<file path="src/common/dio_cond_params.svh">
// constants for the digital i/o channel conditioner
`ifndef DIO_COND_PARAMS_SVH
`define DIO_COND_PARAMS_SVH
// ----------------------------------------------------------------
// register byte offsets
// ----------------------------------------------------------------
`define A_CTRL      8'h00
`define A_FAULT     8'h04
`define A_IDLE      8'h08
`define A_THRESH    8'h0c
`define A_STATUS    8'h10
`define A_MASK      8'h14
`define A_LIVE      8'h18
`define A_COUNT     8'h20
// ----------------------------------------------------------------
// control fields
// ----------------------------------------------------------------
`define B_SUP_EN    0
`define B_INRUSH_EN 1
`define B_OSC_EN    2
`define B_RST_MODE  3
`define B_OPEN_EN   4
`define B_CNT_EN    5
`define B_HANDHELD  6
`define F_FILT_LO   8
`define F_STR_LO    10
// ----------------------------------------------------------------
// status fields
// ----------------------------------------------------------------
`define S_SUP       0
`define S_OSC       1
`define S_OPEN_LO   8
`define S_CNT_LO    16
// ----------------------------------------------------------------
// reset values and the threshold ceiling
// ----------------------------------------------------------------
`define CTRL_RST    32'h0000_0505
`define ACT_RST     32'h0000_0000
`define THRESH_RST  16'h0001
`define THR_MAX     16'hfde8
// ----------------------------------------------------------------
// timing, in the unit named by each suffix, and the threshold count scale
// ----------------------------------------------------------------
`define CLK_MHZ     200
`define FILT_T0_US  100
`define FILT_T1_US  1000
`define FILT_T2_US  10000
`define FILT_T3_US  20000
`define STR_T0_US   1000
`define STR_T1_US   15000
`define STR_T2_US   100000
`define STR_T3_US   200000
`define INRUSH_US   100000
`define SAVE_S      3600
`define CNT_SCALE   1000
`endif

</file>
<file path="src/common/dio_cond_pkg.sv">
// types shared by the digital i/o channel conditioner
package dio_cond_pkg;
   typedef enum logic [1:0] {
      ACT_CLEAR         = 2'h0,
      ACT_HOLD          = 2'h1,
      DRIVE_HIGH_FORCED = 2'h2
   } out_action_t;
   typedef enum logic [2:0] {
      SEQ_RESTORE = 3'h1,
      SEQ_RUN     = 3'h2,
      SEQ_SAVE    = 3'h4
   } seq_state_t;
endpackage

</file>
<file path="src/verilog/on_count_store.sv">
// retained store for the per-channel on counts
`timescale 1ns/1ps
module on_count_store #(
   parameter int DW    = 32,
   parameter int DEPTH = 4,
   parameter int AW    = 2
)(
   input  wire logic          clk_i,
   input  wire logic          we_i,
   input  wire logic [AW-1:0] waddr_i,
   input  wire logic [DW-1:0] wdata_i,
   input  wire logic [AW-1:0] raddr_i,
   output logic      [DW-1:0] rdata_o
);
   logic [DW-1:0] mem [DEPTH];
   // contents start at zero once; rst_i never touches them
   initial begin
      for (int i = 0; i < DEPTH; i++) begin
         mem[i] = '0;
      end
   end
   // write port
   always_ff @(posedge clk_i) begin
      if (we_i) begin
         mem[waddr_i] <= wdata_i;
      end
   end
   // registered read
   always_ff @(posedge clk_i) begin
      rdata_o <= mem[raddr_i];
   end
endmodule

</file>
<file path="src/verilog/dio_channel_conditioner.sv">
// digital i/o channel conditioner: filter, stretch, faults, safe outputs, on counters
`timescale 1ns/1ps
`include "dio_cond_params.svh"
module dio_channel_conditioner #(
   parameter int          CH         = 4,
   parameter int          TW         = 26,
   parameter int unsigned FILT0_CYC  = `FILT_T0_US * `CLK_MHZ,
   parameter int unsigned FILT1_CYC  = `FILT_T1_US * `CLK_MHZ,
   parameter int unsigned FILT2_CYC  = `FILT_T2_US * `CLK_MHZ,
   parameter int unsigned FILT3_CYC  = `FILT_T3_US * `CLK_MHZ,
   parameter int unsigned STR0_CYC   = `STR_T0_US * `CLK_MHZ,
   parameter int unsigned STR1_CYC   = `STR_T1_US * `CLK_MHZ,
   parameter int unsigned STR2_CYC   = `STR_T2_US * `CLK_MHZ,
   parameter int unsigned STR3_CYC   = `STR_T3_US * `CLK_MHZ,
   parameter int unsigned INRUSH_CYC = `INRUSH_US * `CLK_MHZ,
   parameter logic [39:0] SAVE_CYC   = 40'(64'(`SAVE_S) * 64'd1000000 * 64'(`CLK_MHZ))
)(
   input  wire logic          clk_i,
   input  wire logic          rst_i,
   input  wire logic          wb_cyc_i,
   input  wire logic          wb_stb_i,
   input  wire logic          wb_we_i,
   input  wire logic [7:0]    wb_adr_i,
   input  wire logic [3:0]    wb_sel_i,
   input  wire logic [31:0]   wb_dat_i,
   output logic      [31:0]   wb_dat_o,
   output logic               wb_ack_o,
   input  wire logic [CH-1:0] in_pin_i,
   input  wire logic [CH-1:0] out_cmd_i,
   input  wire logic          comm_fault_i,
   input  wire logic          comm_idle_i,
   input  wire logic          out_short_pin_i,
   input  wire logic          supply_short_pin_i,
   input  wire logic [CH-1:0] out_open_pin_i,
   output logic      [CH-1:0] in_val_o,
   output logic      [CH-1:0] out_drv_o,
   output logic               irq_o
);
   import dio_cond_pkg::*;
   localparam int AW = (CH > 1) ? $clog2(CH) : 1;

   // ---------------------------------------------------------------
   // pin synchronisers
   // ---------------------------------------------------------------
   logic [CH-1:0] in_s1, in_s2, open_s1, open_s2;
   logic [1:0]    sh_s1, sh_s2;
   // first stage is read only by the second
   always_ff @(posedge clk_i) begin
      in_s1   <= in_pin_i;
      in_s2   <= in_s1;
      open_s1 <= out_open_pin_i;
      open_s2 <= open_s1;
      sh_s1   <= {supply_short_pin_i, out_short_pin_i};
      sh_s2   <= sh_s1;
   end

   // ---------------------------------------------------------------
   // registers and bus slave
   // ---------------------------------------------------------------
   logic [31:0] ctrl_reg, fault_act_reg, idle_act_reg, status_reg, mask_reg, status_set;
   logic [15:0] thresh_reg;
   logic [31:0] rdata, bmask, wval;
   logic        ack_reg, wr_stb, irq_reg;
   logic [31:0] cnt_reg [CH];
   assign bmask  = {{8{wb_sel_i[3]}}, {8{wb_sel_i[2]}}, {8{wb_sel_i[1]}}, {8{wb_sel_i[0]}}};
   assign wr_stb = wb_cyc_i && wb_stb_i && wb_we_i && !ack_reg;
   assign wval   = wb_dat_i & bmask;
   // one wait state, ack dropped the cycle after it is given
   always_ff @(posedge clk_i) begin
      if (rst_i) begin
         ack_reg  <= 1'b0;
         wb_dat_o <= 32'h0;
      end else begin
         ack_reg  <= wb_cyc_i && wb_stb_i && !ack_reg;
         wb_dat_o <= rdata;
      end
   end
   assign wb_ack_o = ack_reg;
   // software written settings
   always_ff @(posedge clk_i) begin
      if (rst_i) begin
         ctrl_reg      <= `CTRL_RST;
         fault_act_reg <= `ACT_RST;
         idle_act_reg  <= `ACT_RST;
         mask_reg      <= 32'h0;
      end else if (wr_stb) begin
         case (wb_adr_i)
            `A_CTRL:  ctrl_reg      <= (ctrl_reg & ~bmask) | wval;
            `A_FAULT: fault_act_reg <= (fault_act_reg & ~bmask) | wval;
            `A_IDLE:  idle_act_reg  <= (idle_act_reg & ~bmask) | wval;
            `A_MASK:  mask_reg      <= (mask_reg & ~bmask) | wval;
            default:  ;
         endcase
      end
   end
   // set value is kept inside its legal span of 1 to 65000
   always_ff @(posedge clk_i) begin
      if (rst_i) begin
         thresh_reg <= `THRESH_RST;
      end else if (wr_stb && wb_adr_i == `A_THRESH && wb_sel_i[1:0] == 2'h3) begin
         if (wb_dat_i[15:0] == 16'h0) thresh_reg <= `THRESH_RST;
         else if (wb_dat_i[15:0] > `THR_MAX) thresh_reg <= `THR_MAX;
         else thresh_reg <= wb_dat_i[15:0];
      end
   end
   // sticky events, write one to clear, a new event wins over the clear
   always_ff @(posedge clk_i) begin
      if (rst_i) begin
         status_reg <= 32'h0;
      end else if (wr_stb && wb_adr_i == `A_STATUS) begin
         status_reg <= (status_reg & ~wval) | status_set;
      end else begin
         status_reg <= status_reg | status_set;
      end
   end
   // level interrupt, one cycle behind the status
   always_ff @(posedge clk_i) begin
      if (rst_i) irq_reg <= 1'b0;
      else irq_reg <= |(status_reg & mask_reg);
   end
   assign irq_o = irq_reg;

   // ---------------------------------------------------------------
   // unit-level settings decode
   // ---------------------------------------------------------------
   logic [TW-1:0] filt_lim, str_lim;
   logic [31:0]   cnt_lim;
   always_comb begin
      unique case (ctrl_reg[`F_FILT_LO +: 2])
         2'h0: filt_lim = TW'(FILT0_CYC);
         2'h1: filt_lim = TW'(FILT1_CYC);
         2'h2: filt_lim = TW'(FILT2_CYC);
         2'h3: filt_lim = TW'(FILT3_CYC);
      endcase
      unique case (ctrl_reg[`F_STR_LO +: 2])
         2'h0: str_lim = TW'(STR0_CYC);
         2'h1: str_lim = TW'(STR1_CYC);
         2'h2: str_lim = TW'(STR2_CYC);
         2'h3: str_lim = TW'(STR3_CYC);
      endcase
   end
   assign cnt_lim = 32'(thresh_reg) * 32'(`CNT_SCALE);

   // ---------------------------------------------------------------
   // unit short errors
   // ---------------------------------------------------------------
   logic [TW-1:0] inrush_cnt;
   logic          osc_err_reg, sup_err_reg, osc_hit;
   logic [CH-1:0] in_val_reg, in_prev_reg, out_drv_reg, out_prev_reg, filt_reg;
   // any output turning on opens a masking window
   always_ff @(posedge clk_i) begin
      if (rst_i) inrush_cnt <= '0;
      else if (|(out_drv_reg & ~out_prev_reg)) inrush_cnt <= TW'(INRUSH_CYC);
      else if (inrush_cnt != '0) inrush_cnt <= inrush_cnt - 1'b1;
   end
   // inrush filter is off after reset, so excess current counts at once
   assign osc_hit = ctrl_reg[`B_OSC_EN] && sh_s2[0]
                    && !(ctrl_reg[`B_INRUSH_EN] && inrush_cnt != '0);
   // auto restart clears with the short, manual waits for power-up
   always_ff @(posedge clk_i) begin
      if (rst_i) osc_err_reg <= 1'b0;
      else if (osc_hit) osc_err_reg <= 1'b1;
      else if (!ctrl_reg[`B_RST_MODE] && !sh_s2[0]) osc_err_reg <= 1'b0;
   end
   // supply short follows the pin while detection is on
   always_ff @(posedge clk_i) begin
      if (rst_i) sup_err_reg <= 1'b0;
      else sup_err_reg <= ctrl_reg[`B_SUP_EN] && sh_s2[1];
   end

   // ---------------------------------------------------------------
   // counter save and restore sequencer
   // ---------------------------------------------------------------
   seq_state_t    seq_reg;
   logic [AW-1:0] idx_reg, rd_idx_reg;
   logic          rd_pend_reg;
   logic [39:0]   hour_reg;
   logic [31:0]   nv_rdata;
   // restore every channel after reset, then save them hourly
   always_ff @(posedge clk_i) begin
      if (rst_i) begin
         seq_reg     <= SEQ_RESTORE;
         idx_reg     <= '0;
         rd_pend_reg <= 1'b0;
         rd_idx_reg  <= '0;
         hour_reg    <= 40'h0;
      end else begin
         rd_pend_reg <= seq_reg == SEQ_RESTORE;
         rd_idx_reg  <= idx_reg;
         unique case (seq_reg)
            SEQ_RESTORE, SEQ_SAVE: begin
               idx_reg <= (idx_reg == AW'(CH - 1)) ? '0 : idx_reg + 1'b1;
               if (idx_reg == AW'(CH - 1)) seq_reg <= SEQ_RUN;
            end
            SEQ_RUN: begin
               hour_reg <= (hour_reg == SAVE_CYC - 40'h1) ? 40'h0 : hour_reg + 40'h1;
               if (hour_reg == SAVE_CYC - 40'h1) seq_reg <= SEQ_SAVE;
            end
         endcase
      end
   end
   on_count_store #(.DW(32), .DEPTH(CH), .AW(AW)) u_store (
      .clk_i   (clk_i),
      .we_i    (seq_reg == SEQ_SAVE),
      .waddr_i (idx_reg),
      .wdata_i (cnt_reg[idx_reg]),
      .raddr_i (idx_reg),
      .rdata_o (nv_rdata)
   );

   // ---------------------------------------------------------------
   // per-channel logic
   // ---------------------------------------------------------------
   logic [TW-1:0] fcnt_reg [CH];
   logic [TW-1:0] scnt_reg [CH];
   logic [CH-1:0] open_set, cnt_set;
   logic          handheld;
   assign handheld = ctrl_reg[`B_HANDHELD];
   for (genvar c = 0; c < CH; c++) begin : g_ch
      out_action_t act;
      // a change must stand for the whole filter time
      always_ff @(posedge clk_i) begin
         if (rst_i) begin
            filt_reg[c] <= 1'b0;
            fcnt_reg[c] <= '0;
         end else if (in_s2[c] != filt_reg[c]) begin
            if (fcnt_reg[c] >= filt_lim - 1'b1) begin
               filt_reg[c] <= in_s2[c];
               fcnt_reg[c] <= '0;
            end else begin
               fcnt_reg[c] <= fcnt_reg[c] + 1'b1;
            end
         end else begin
            fcnt_reg[c] <= '0;
         end
      end
      // accepted state is held for the stretch time
      always_ff @(posedge clk_i) begin
         if (rst_i) begin
            in_val_reg[c] <= 1'b0;
            scnt_reg[c]   <= '0;
         end else if (scnt_reg[c] != '0) begin
            scnt_reg[c] <= scnt_reg[c] - 1'b1;
         end else if (filt_reg[c] != in_val_reg[c]) begin
            in_val_reg[c] <= filt_reg[c];
            scnt_reg[c]   <= str_lim - 1'b1;
         end
      end
      // actions only count when the handheld owns hold/clear priority
      always_comb begin
         if (handheld && comm_fault_i) act = out_action_t'(fault_act_reg[2*c +: 2]);
         else if (handheld && comm_idle_i) act = out_action_t'(idle_act_reg[2*c +: 2]);
         else act = ACT_HOLD;
      end
      // without handheld priority a bad link still drives the safe state
      always_ff @(posedge clk_i) begin
         if (rst_i) begin
            out_drv_reg[c] <= 1'b0;
         end else if (!comm_fault_i && !comm_idle_i) begin
            out_drv_reg[c] <= out_cmd_i[c];
         end else if (!handheld) begin
            out_drv_reg[c] <= 1'b0;
         end else begin
            case (act)
               ACT_CLEAR:         out_drv_reg[c] <= 1'b0;
               ACT_HOLD:          out_drv_reg[c] <= out_drv_reg[c];
               DRIVE_HIGH_FORCED: out_drv_reg[c] <= 1'b1;
               default:           out_drv_reg[c] <= 1'b0;
            endcase
         end
      end
      // restored value wins over a coincident edge
      always_ff @(posedge clk_i) begin
         if (rst_i) begin
            cnt_reg[c] <= 32'h0;
         end else if (rd_pend_reg && rd_idx_reg == AW'(c)) begin
            cnt_reg[c] <= nv_rdata;
         end else if ((in_val_reg[c] && !in_prev_reg[c])
                      || (out_drv_reg[c] && !out_prev_reg[c])) begin
            cnt_reg[c] <= cnt_reg[c] + 32'h1;
         end
      end
      assign open_set[c] = ctrl_reg[`B_OPEN_EN] && open_s2[c];
      assign cnt_set[c]  = ctrl_reg[`B_CNT_EN] && (cnt_reg[c] > cnt_lim);
   end
   // previous values for edge detection
   always_ff @(posedge clk_i) begin
      if (rst_i) begin
         in_prev_reg  <= '0;
         out_prev_reg <= '0;
      end else begin
         in_prev_reg  <= in_val_reg;
         out_prev_reg <= out_drv_reg;
      end
   end
   assign in_val_o  = in_val_reg;
   assign out_drv_o = out_drv_reg;

   // event collection and read mux
   always_comb begin
      status_set = 32'h0;
      status_set[`S_SUP] = sup_err_reg;
      status_set[`S_OSC] = osc_err_reg;
      status_set[`S_OPEN_LO +: CH] = open_set;
      status_set[`S_CNT_LO +: CH]  = cnt_set;
      rdata = 32'h0;
      case (wb_adr_i)
         `A_CTRL:   rdata = ctrl_reg;
         `A_FAULT:  rdata = fault_act_reg;
         `A_IDLE:   rdata = idle_act_reg;
         `A_THRESH: rdata = {16'h0, thresh_reg};
         `A_STATUS: rdata = status_reg;
         `A_MASK:   rdata = mask_reg;
         `A_LIVE:   rdata = {8'h0, 8'(out_drv_reg), 8'(in_val_reg), 6'h0, sup_err_reg, osc_err_reg};
         default: begin
            for (int i = 0; i < CH; i++) begin
               if (wb_adr_i == `A_COUNT + 8'(4 * i)) rdata = cnt_reg[i];
            end
         end
      endcase
   end
endmodule

</file>
<file path="config.mk">
export PLATFORM = sky130hd
export DESIGN_NAME = dio_channel_conditioner
export DESIGN_NICKNAME = d
export VERILOG_FILES = /design/src/common/dio_cond_pkg.sv /design/src/verilog/on_count_store.sv /design/src/verilog/dio_channel_conditioner.sv
export VERILOG_INCLUDE_DIRS = /design/src /design/src/common
export SDC_FILE = /design/constraint.sdc
export NUM_CORES = 2
export LEC_CHECK = 0
export ABC_AREA = 1
export BUFFER_PORTS_ARGS = -buffer_cell sky130_fd_sc_hd__buf_4
export CAP_MARGIN = 0
export CELL_PAD_IN_SITES_DETAIL_PLACEMENT = 1
export CELL_PAD_IN_SITES_GLOBAL_PLACEMENT = 2
export CORE_MARGIN = 2
export CORE_UTILIZATION = 35
export DETAILED_ROUTE_END_ITERATION = 6
export PLACE_DENSITY_LB_ADDON = 0.2
export REMOVE_ABC_BUFFERS = 1
export SYNTH_ARGS = -nofsm -noshare
export SYNTH_HDL_FRONTEND = slang
export SYNTH_HIERARCHICAL = 1
export SYNTH_SLANG_ARGS = --single-unit
</file>
<file path="constraint.sdc">
create_clock -name clk_i -period 5.3 [get_ports clk_i]
set_input_delay 0.53 -clock clk_i [delete_from_list [all_inputs] [get_ports clk_i]]
set_output_delay 0.53 -clock clk_i [all_outputs]
set_load 0.1 [all_outputs]
</file>
# --- Yosys cells after proc, flatten, opt, wreduce, memory -nomap -nowiden ---
# Memory sizes are Yosys's and may differ from the RTL's. A register that Yosys moved wholly into a read port is not among the register bits.
# Cells that the tools add are included.
op_classes:
  n_addsub: 17
  multipliers: 1
  div_mod_pow: 0
  order_cmp: 9
  n_eq_ne: 47
  shifts: 0
  muxes: 173
  n_bitwise: 49
  reduce_logical: 82
ops:
  columns: ["op", "n"]
  rows:
  - ["$mux 26", 20]
  - ["$mux 32", 13]
  - ["$and 32x32->32", 7]
  - ["$pmux 32 s7", 1]
  - ["$pmux 26 s4", 2]
  - ["$sub 26x1->26 const B", 7]
  - ["$reduce_bool 26->1", 5]
  - ["$add 32x1->32 const B", 4]
  - ["$gt 32x26->1", 4]
  - ["$or 32x32->32", 4]
  - ["$mux 1", 114]
  - ["$add 26x1->26 const B", 4]
  - ["$ge 26x26->1", 4]
  - ["$not 32->32", 2]
  - ["$or 32x20->32", 2]
  - ["$mux 25", 2]
  - ["$add 40x1->40 const B", 1]
  - ["$eq 40x40->1 const B", 1]
  - ["$mux 40", 1]
  - ["$logic_and 1x1->1", 35]
  - ["$eq 8x6->1 const B", 4]
  - ["$mux 16", 2]
  - ["$reduce_or 32->1", 1]
  - ["$or 1x1->1", 28]
  - ["31 further kinds", 110]
totals:
  register_bits: 326
  latchBits: 0
  ram_bits: 464
  rom_bits: 0
  inputBits: 65
  output_inout_bits: 42
  mem_count: 4
mem_list:
  columns: ["name", "depth", "word_bits", "read_ports", "rd_clocked_by_memory_dff", "write_ports", "line_no", "source"]
  rows:
  - ["cnt_reg", 4, 32, 5, 1, 4, "dio_channel_conditioner.sv:64", "logic [31:0] cnt_reg [CH];"]
  - ["u_store.mem", 4, 32, 1, 1, 1, "on_count_store.sv:15", "logic [DW-1:0] mem [DEPTH];"]
  - ["fcnt_reg", 4, 26, 4, 0, 4, "dio_channel_conditioner.sv:214", "logic [TW-1:0] fcnt_reg [CH];"]
  - ["scnt_reg", 4, 26, 4, 0, 4, "dio_channel_conditioner.sv:215", "logic [TW-1:0] scnt_reg [CH];"]

# --- Logic depth before layout (Yosys ltp) ---
logic_depth:
  ltp_word: 11
  mapped_depth: 36
  depth_no_buf: 36

# --- Hierarchy ---
# Netlist, hierarchy kept.
modules_own_cells:
  columns: ["mod", "instances", "cells_each", "area_per_inst_um2", "seq_area_each_um2"]
  rows:
  - ["dio_channel_conditioner", 1, 5407, 42296.8, 16656.0]
  - ["on_count_store", 1, 541, 6078.3, 4484.3]

# --- Worst setup path before layout ---
# Ideal clock, no wire load.
synth_timing:
  kind: "register -> register"
  from: "register thresh_reg[2]"
  to: "register status_reg[19]"
  setup_time_ns: 0.070
  arrival_ns: 5.216
  required_ns: 5.230
  path_slack_ns: 0.013
  path_stages_with_launch: 37
  period_less_slack_ns: 5.287
  path_cell_list: "dfxtp_1 > inv_1 > fa_1 > fa_1 > fa_1 > fa_1 > inv_1 > ha_1 > nand2_1 > nand2_1 > nand2_1 > nand2_1 > a21oi_1 > inv_1 > nand2_1 > nand2_1 > nand2_1 > nand3_1 > nand2_1 > nand2_1 > nand2_1 > nand2_1 > nand2_1 > nand2_1 > ha_1 > nand2_1 > nor2_1 > nand2_1 > nor2_1 > o21ai_0 > nand3_1 > nand2_1 > nand2_1 > nand3_1 > nand3_1 > nand2_1 > a21oi_1"
synth_via:
  elab_chain_len: 5
  elab_cells_between_ends: 6
  classes_between: "mul (1); order compare (1); mux (1); bitwise (2); reduce/logical (1)"
synth_rtl:
  columns: ["element", "line_no", "source"]
  rows:
  - ["start, declared", "dio_channel_conditioner.sv:61", "logic [15:0] thresh_reg;"]
  - ["start signal, assigned", "dio_channel_conditioner.sv:99", "thresh_reg <= `THRESH_RST;"]
  - ["start signal, assigned", "dio_channel_conditioner.sv:101", "if (wb_dat_i[15:0] == 16'h0) thresh_reg <= `THRESH_RST;"]
  - ["start signal, assigned", "dio_channel_conditioner.sv:102", "else if (wb_dat_i[15:0] > `THR_MAX) thresh_reg <= `THR_MAX;"]
  - ["$mul 16x7->23 *", "dio_channel_conditioner.sv:142", "assign cnt_lim = 32'(thresh_reg) * 32'(`CNT_SCALE);"]
  - ["$gt 32x26->1 *", "dio_channel_conditioner.sv:284", "assign cnt_set[c] = ctrl_reg[`B_CNT_EN] && (cnt_reg[c] > cnt_lim);"]
  - ["$logic_and 1x1->1 *", "dio_channel_conditioner.sv:284", null]
  - ["$or 32x20->32 (on tied branches)", "dio_channel_conditioner.sv:113, dio_channel_conditioner.sv:111", null]
  - ["$mux 32 *", "dio_channel_conditioner.sv:110", "end else if (wr_stb && wb_adr_i == `A_STATUS) begin"]
  - ["end signal, assigned", "dio_channel_conditioner.sv:111", "status_reg <= (status_reg & ~wval) | status_set;"]
  - ["end signal, assigned", "dio_channel_conditioner.sv:113", "status_reg <= status_reg | status_set;"]
  - ["end, declared", "dio_channel_conditioner.sv:60", "logic [31:0] ctrl_reg, fault_act_reg, idle_act_reg, status_reg, mask_reg, status_set;"]
# Every way passes the cells marked *; elsewhere a longest branch is shown, timed or not.
# A chain may end at the register's enable or synchronous reset.

# --- Worst setup path after layout ---
layout_timing:
  from: "register thresh_reg[1]"
  to: "register status_reg[19]"
# Same word-level chain as after synthesis.

==> impl_results.md <==
* Initial detailed-routing violation count at 3420
* Pwr dens at between 300 and 400 nW/um^2
* Crit path launch type: register
* H-tree depth at 3
* Syn Inst Count at a little under 6k
* Vias/cell at around 5.3
* Syn avg cell area at ~8.1 sq um
* Port bufs at about 110
* Setup violators final at 4
* Antenna violations before repair at 9
* EDFF count, synth at around 460
* Crit Path Class: register to register
* Min Tclk post-route at between 5 and 6 ns
* Layout cell share with drive strength beyond 1 at a little under an eighth
* Pre-CTS WS at -0.368 ns
* Slew Viols, Final at 0
* CTS tree: built
* Clock sink count at about 820
* Share of the synthesized area in the top cell type at 28.8%
* First-pass GRT wire length at ~270000 microns
* HP Start: wb_cyc_i
* Vias in the first global route at around 44k
* Arr. time, crit path at between 6 and 7 ns
* Sequential-to-total area share from yosys stat at between 40% and 50%
* Reg2reg start: thresh_reg[1]
* Post-detailed-route count of antenna-violating nets at 0
* Final hold violations at 0
* Max cap viols at 0
* Hold EP: wb_ack_o
* Syn Std Cell Area at roughly 48000 sq um
* Reg-to-Reg End: status_reg[19]
* Via count at 43.2k
* Largest net degree at the start of global routing at ~120
* PnR worst setup slack at -0.142 ns
* Layout fillers at between 15k and 20k
* Wire length per cell at 21.6 microns
* Global route overflow at 0
* Num ports at about 110
* Die width at approximately 380 microns
* Maximum VDD drop at 0.000252 V
* LEAKAGE at about 24 nW
* Reg clk slew, reported paths at ~0.06 ns
* Height of the die at around 380 microns
* Worst Path Required at 5.95 ns
* Sum Neg Setup Slack at -0.491 ns
* Reg2Reg Depth at 31
* GP Congestion at slightly above 0.9
* DR pass1 iterations at 5
* Outcome: complete, but fails checks
* Tot GR Track Use at about a quarter
* Reg2reg setup slack at -0.14 ns
* Max_slew headroom at between 15 and 20%
* RSZ-0062 raised after global routing: yes
* CTS Buffer Depth at 3
* Row cnt at ~140
* Main flop type after synthesis: edfxtp_1
* Final Util at just over 40%
* Clk_lat worst skew at approximately 0.73 ns
* Post-synth top area cell: edfxtp_1
* Nets at ~6.6k
* HPWL Detailed at 131000 microns
* Final period util at 103%
* Initial Utilization at a little over a third
* DR DRC count at 0
* Critical path capture point type: register
* Dominant cells by area after synthesis: edfxtp_1 29%, dfxtp_1 15%, nand2_1 8.1%, inv_1 7.0%, ha_1 6.2%
* Final Power at a little over 20 mW
* Worst Hold Class: primary input to register
* Async set-reset flop share out of synthesis at 0%
* Hold depth at 3
* Clk Tree Root Cell: clkbuf_16
* Worst-margin pin slew at 1.20 ns
* Crit-path most repeated cell: buf_4
* Synth warn at 6
* Worst path max stage delay at around 0.60 ns
* TritonCTS Buffers at 100
* Core area at roughly 140000 sq um
* Worst Path Max Fanout at 4
* Clock Skews at ~0.030 ns
* Full die area at between 100000 and 150000 sq um
* Routed WL at approximately 180000 microns
* Crit-path slowest cell: fa_2
* Max Fclk at ~0.18 GHz
* Failing checks: setup timing
* Count of cell types in the netlist at 65
* Flop and latch count out of synthesis at around 820
* Area growth from synthesis to layout at 17.1%
## power breakdown
| group | switching [mW] | internal (mW) | total (mW) |
|---|---|---|---|
| Clock | 2.96 | 4.29 | 7.26 |
| Sequential | 0.767 | 7.71 | 8.47 |
| Combinational | 3.34 | 1.52 | 4.87 |
| Total | 7.07 | 13.5 | 20.6 |
## worst max-delay path by stage
stage,from,slack [ns],cells past startpoint,end
6_report,thresh_reg[1],-0.14,31,status_reg[19]
5_1_grt,thresh_reg[2],-0.39,29,status_reg[16]
4_1_cts,thresh_reg[4],-0.02,30,status_reg[19]
3_5_place_dp,thresh_reg[4],-0.37,30,status_reg[19]
3_3_place_gp,thresh_reg[2],-0.28,30,status_reg[19]
2_1_floorplan,thresh_reg[2],0.01,36,status_reg[19]
## per-stage QoR
| stage | area (sq um) | cells | hold slack [ns] |
|---|---|---|---|
| global placement | 52100 | 7924 | 0.312 |
| finish | 56700 | 8159 | 0.0465 |
| global route | 56700 | 8157 | 0.0465 |
| floorplan | 48000 | 5879 | 0.310 |
| detailed placement | 52100 | 7924 | 0.313 |
| CTS | 56100 | 8147 | 0.00179 |
## layer usage
layer  GRT usage (%)  up-vias  routed length, microns
li1                -    20610                       -
met1            35.0    21271                   83300
met2            38.6     1133                   78300
met3            3.81      224                   10700
met4            6.33        6                    4180
met5               0        -                      35
## cell families (layout without fill, tap and decap cells)
kind of cell / Yosys count / count (layout) / share of synthesized area, %
and+or+nand+nor: 2327 / 2327 / 21.6
xor gates and xnor gates: 196 / 196 / 3.55
AOI/OAI and AO/OA: 1198 / 1198 / 13.8
other: 2 / 118 / 0.0155
buffers and inverters: 1109 / 1410 / 8.94
DFF: 824 / 824 / 43.7
adders and majority gates: 292 / 292 / 8.39
## cell type report
class | count | area (sq um) | area share (%)
multi-input cells | 4129 | 24000 | 42.4
flip-flops and latches | 824 | 21200 | 37.3
inverters | 926 | 3480 | 6.15
clock buffers | 135 | 2800 | 4.93
repair buffers | 297 | 2320 | 4.10
well taps | 1794 | 2240 | 3.96
clock inverters | 52 | 627 | 1.11
diodes | 2 | 5.00 | 0.00883
## cells in the final DEF, fill, tap and decap left out, drive strengths merged, types with 12 or more instances in the layout
cell type  netlist  final
a21oi          490    490
dfxtp          360    360
bufinv           0     12
clkinv           5     34
xnor2           74     74
nor3b           19     19
o32ai           12     12
nand2         1069   1069
fa              54     54
conb             2    116
a22oi           12     12
o211ai          22     22
inv            921    926
edfxtp         464    464
o21ai          365    365
xor2           122    122
o22ai          149    149
nand3          291    291
nor4            49     49
and3            13     13
a31oi           39     39
nor2           542    542
a211oi          40     40
clkbuf         112    135
or2             28     28
buf             71    287
nand4          106    106
nor3           194    194
a221oi          15     15
ha             238    238
## timing repair
action                                 in CTS  in global routing
gates resized for setup                    64                108
setup buffers                              26                 11
hold buffers                               10                  0
endpoints found under the hold margin      10                  0
pin swaps                                  50                 84
setup endpoints to repair                   4                  4
## critical path, delay by kind of cell, from the launching register on
family          cells  cell delay [ns]
flops               1             0.37
fa+ha+maj           5             2.39
compound gates      1             0.13
simple gates       12             0.97
buf+inv            13             1.51
## Yosys cell counts, drive strengths merged, types with 12 or more instances
cell / number
nand3: 291
a22oi: 12
a221oi: 15
o22ai: 149
clkbuf: 112
and3: 13
xnor2: 74
a31oi: 39
o32ai: 12
buf: 71
nand2: 1069
o211ai: 22
ha: 238
a21oi: 490
xor2: 122
edfxtp: 464
nor3: 194
nor3b: 19
o21ai: 365
nor4: 49
fa: 54
a211oi: 40
or2: 28
inv: 921
nor2: 542
nand4: 106
dfxtp: 360
Power figures use the tool's default switching activity.
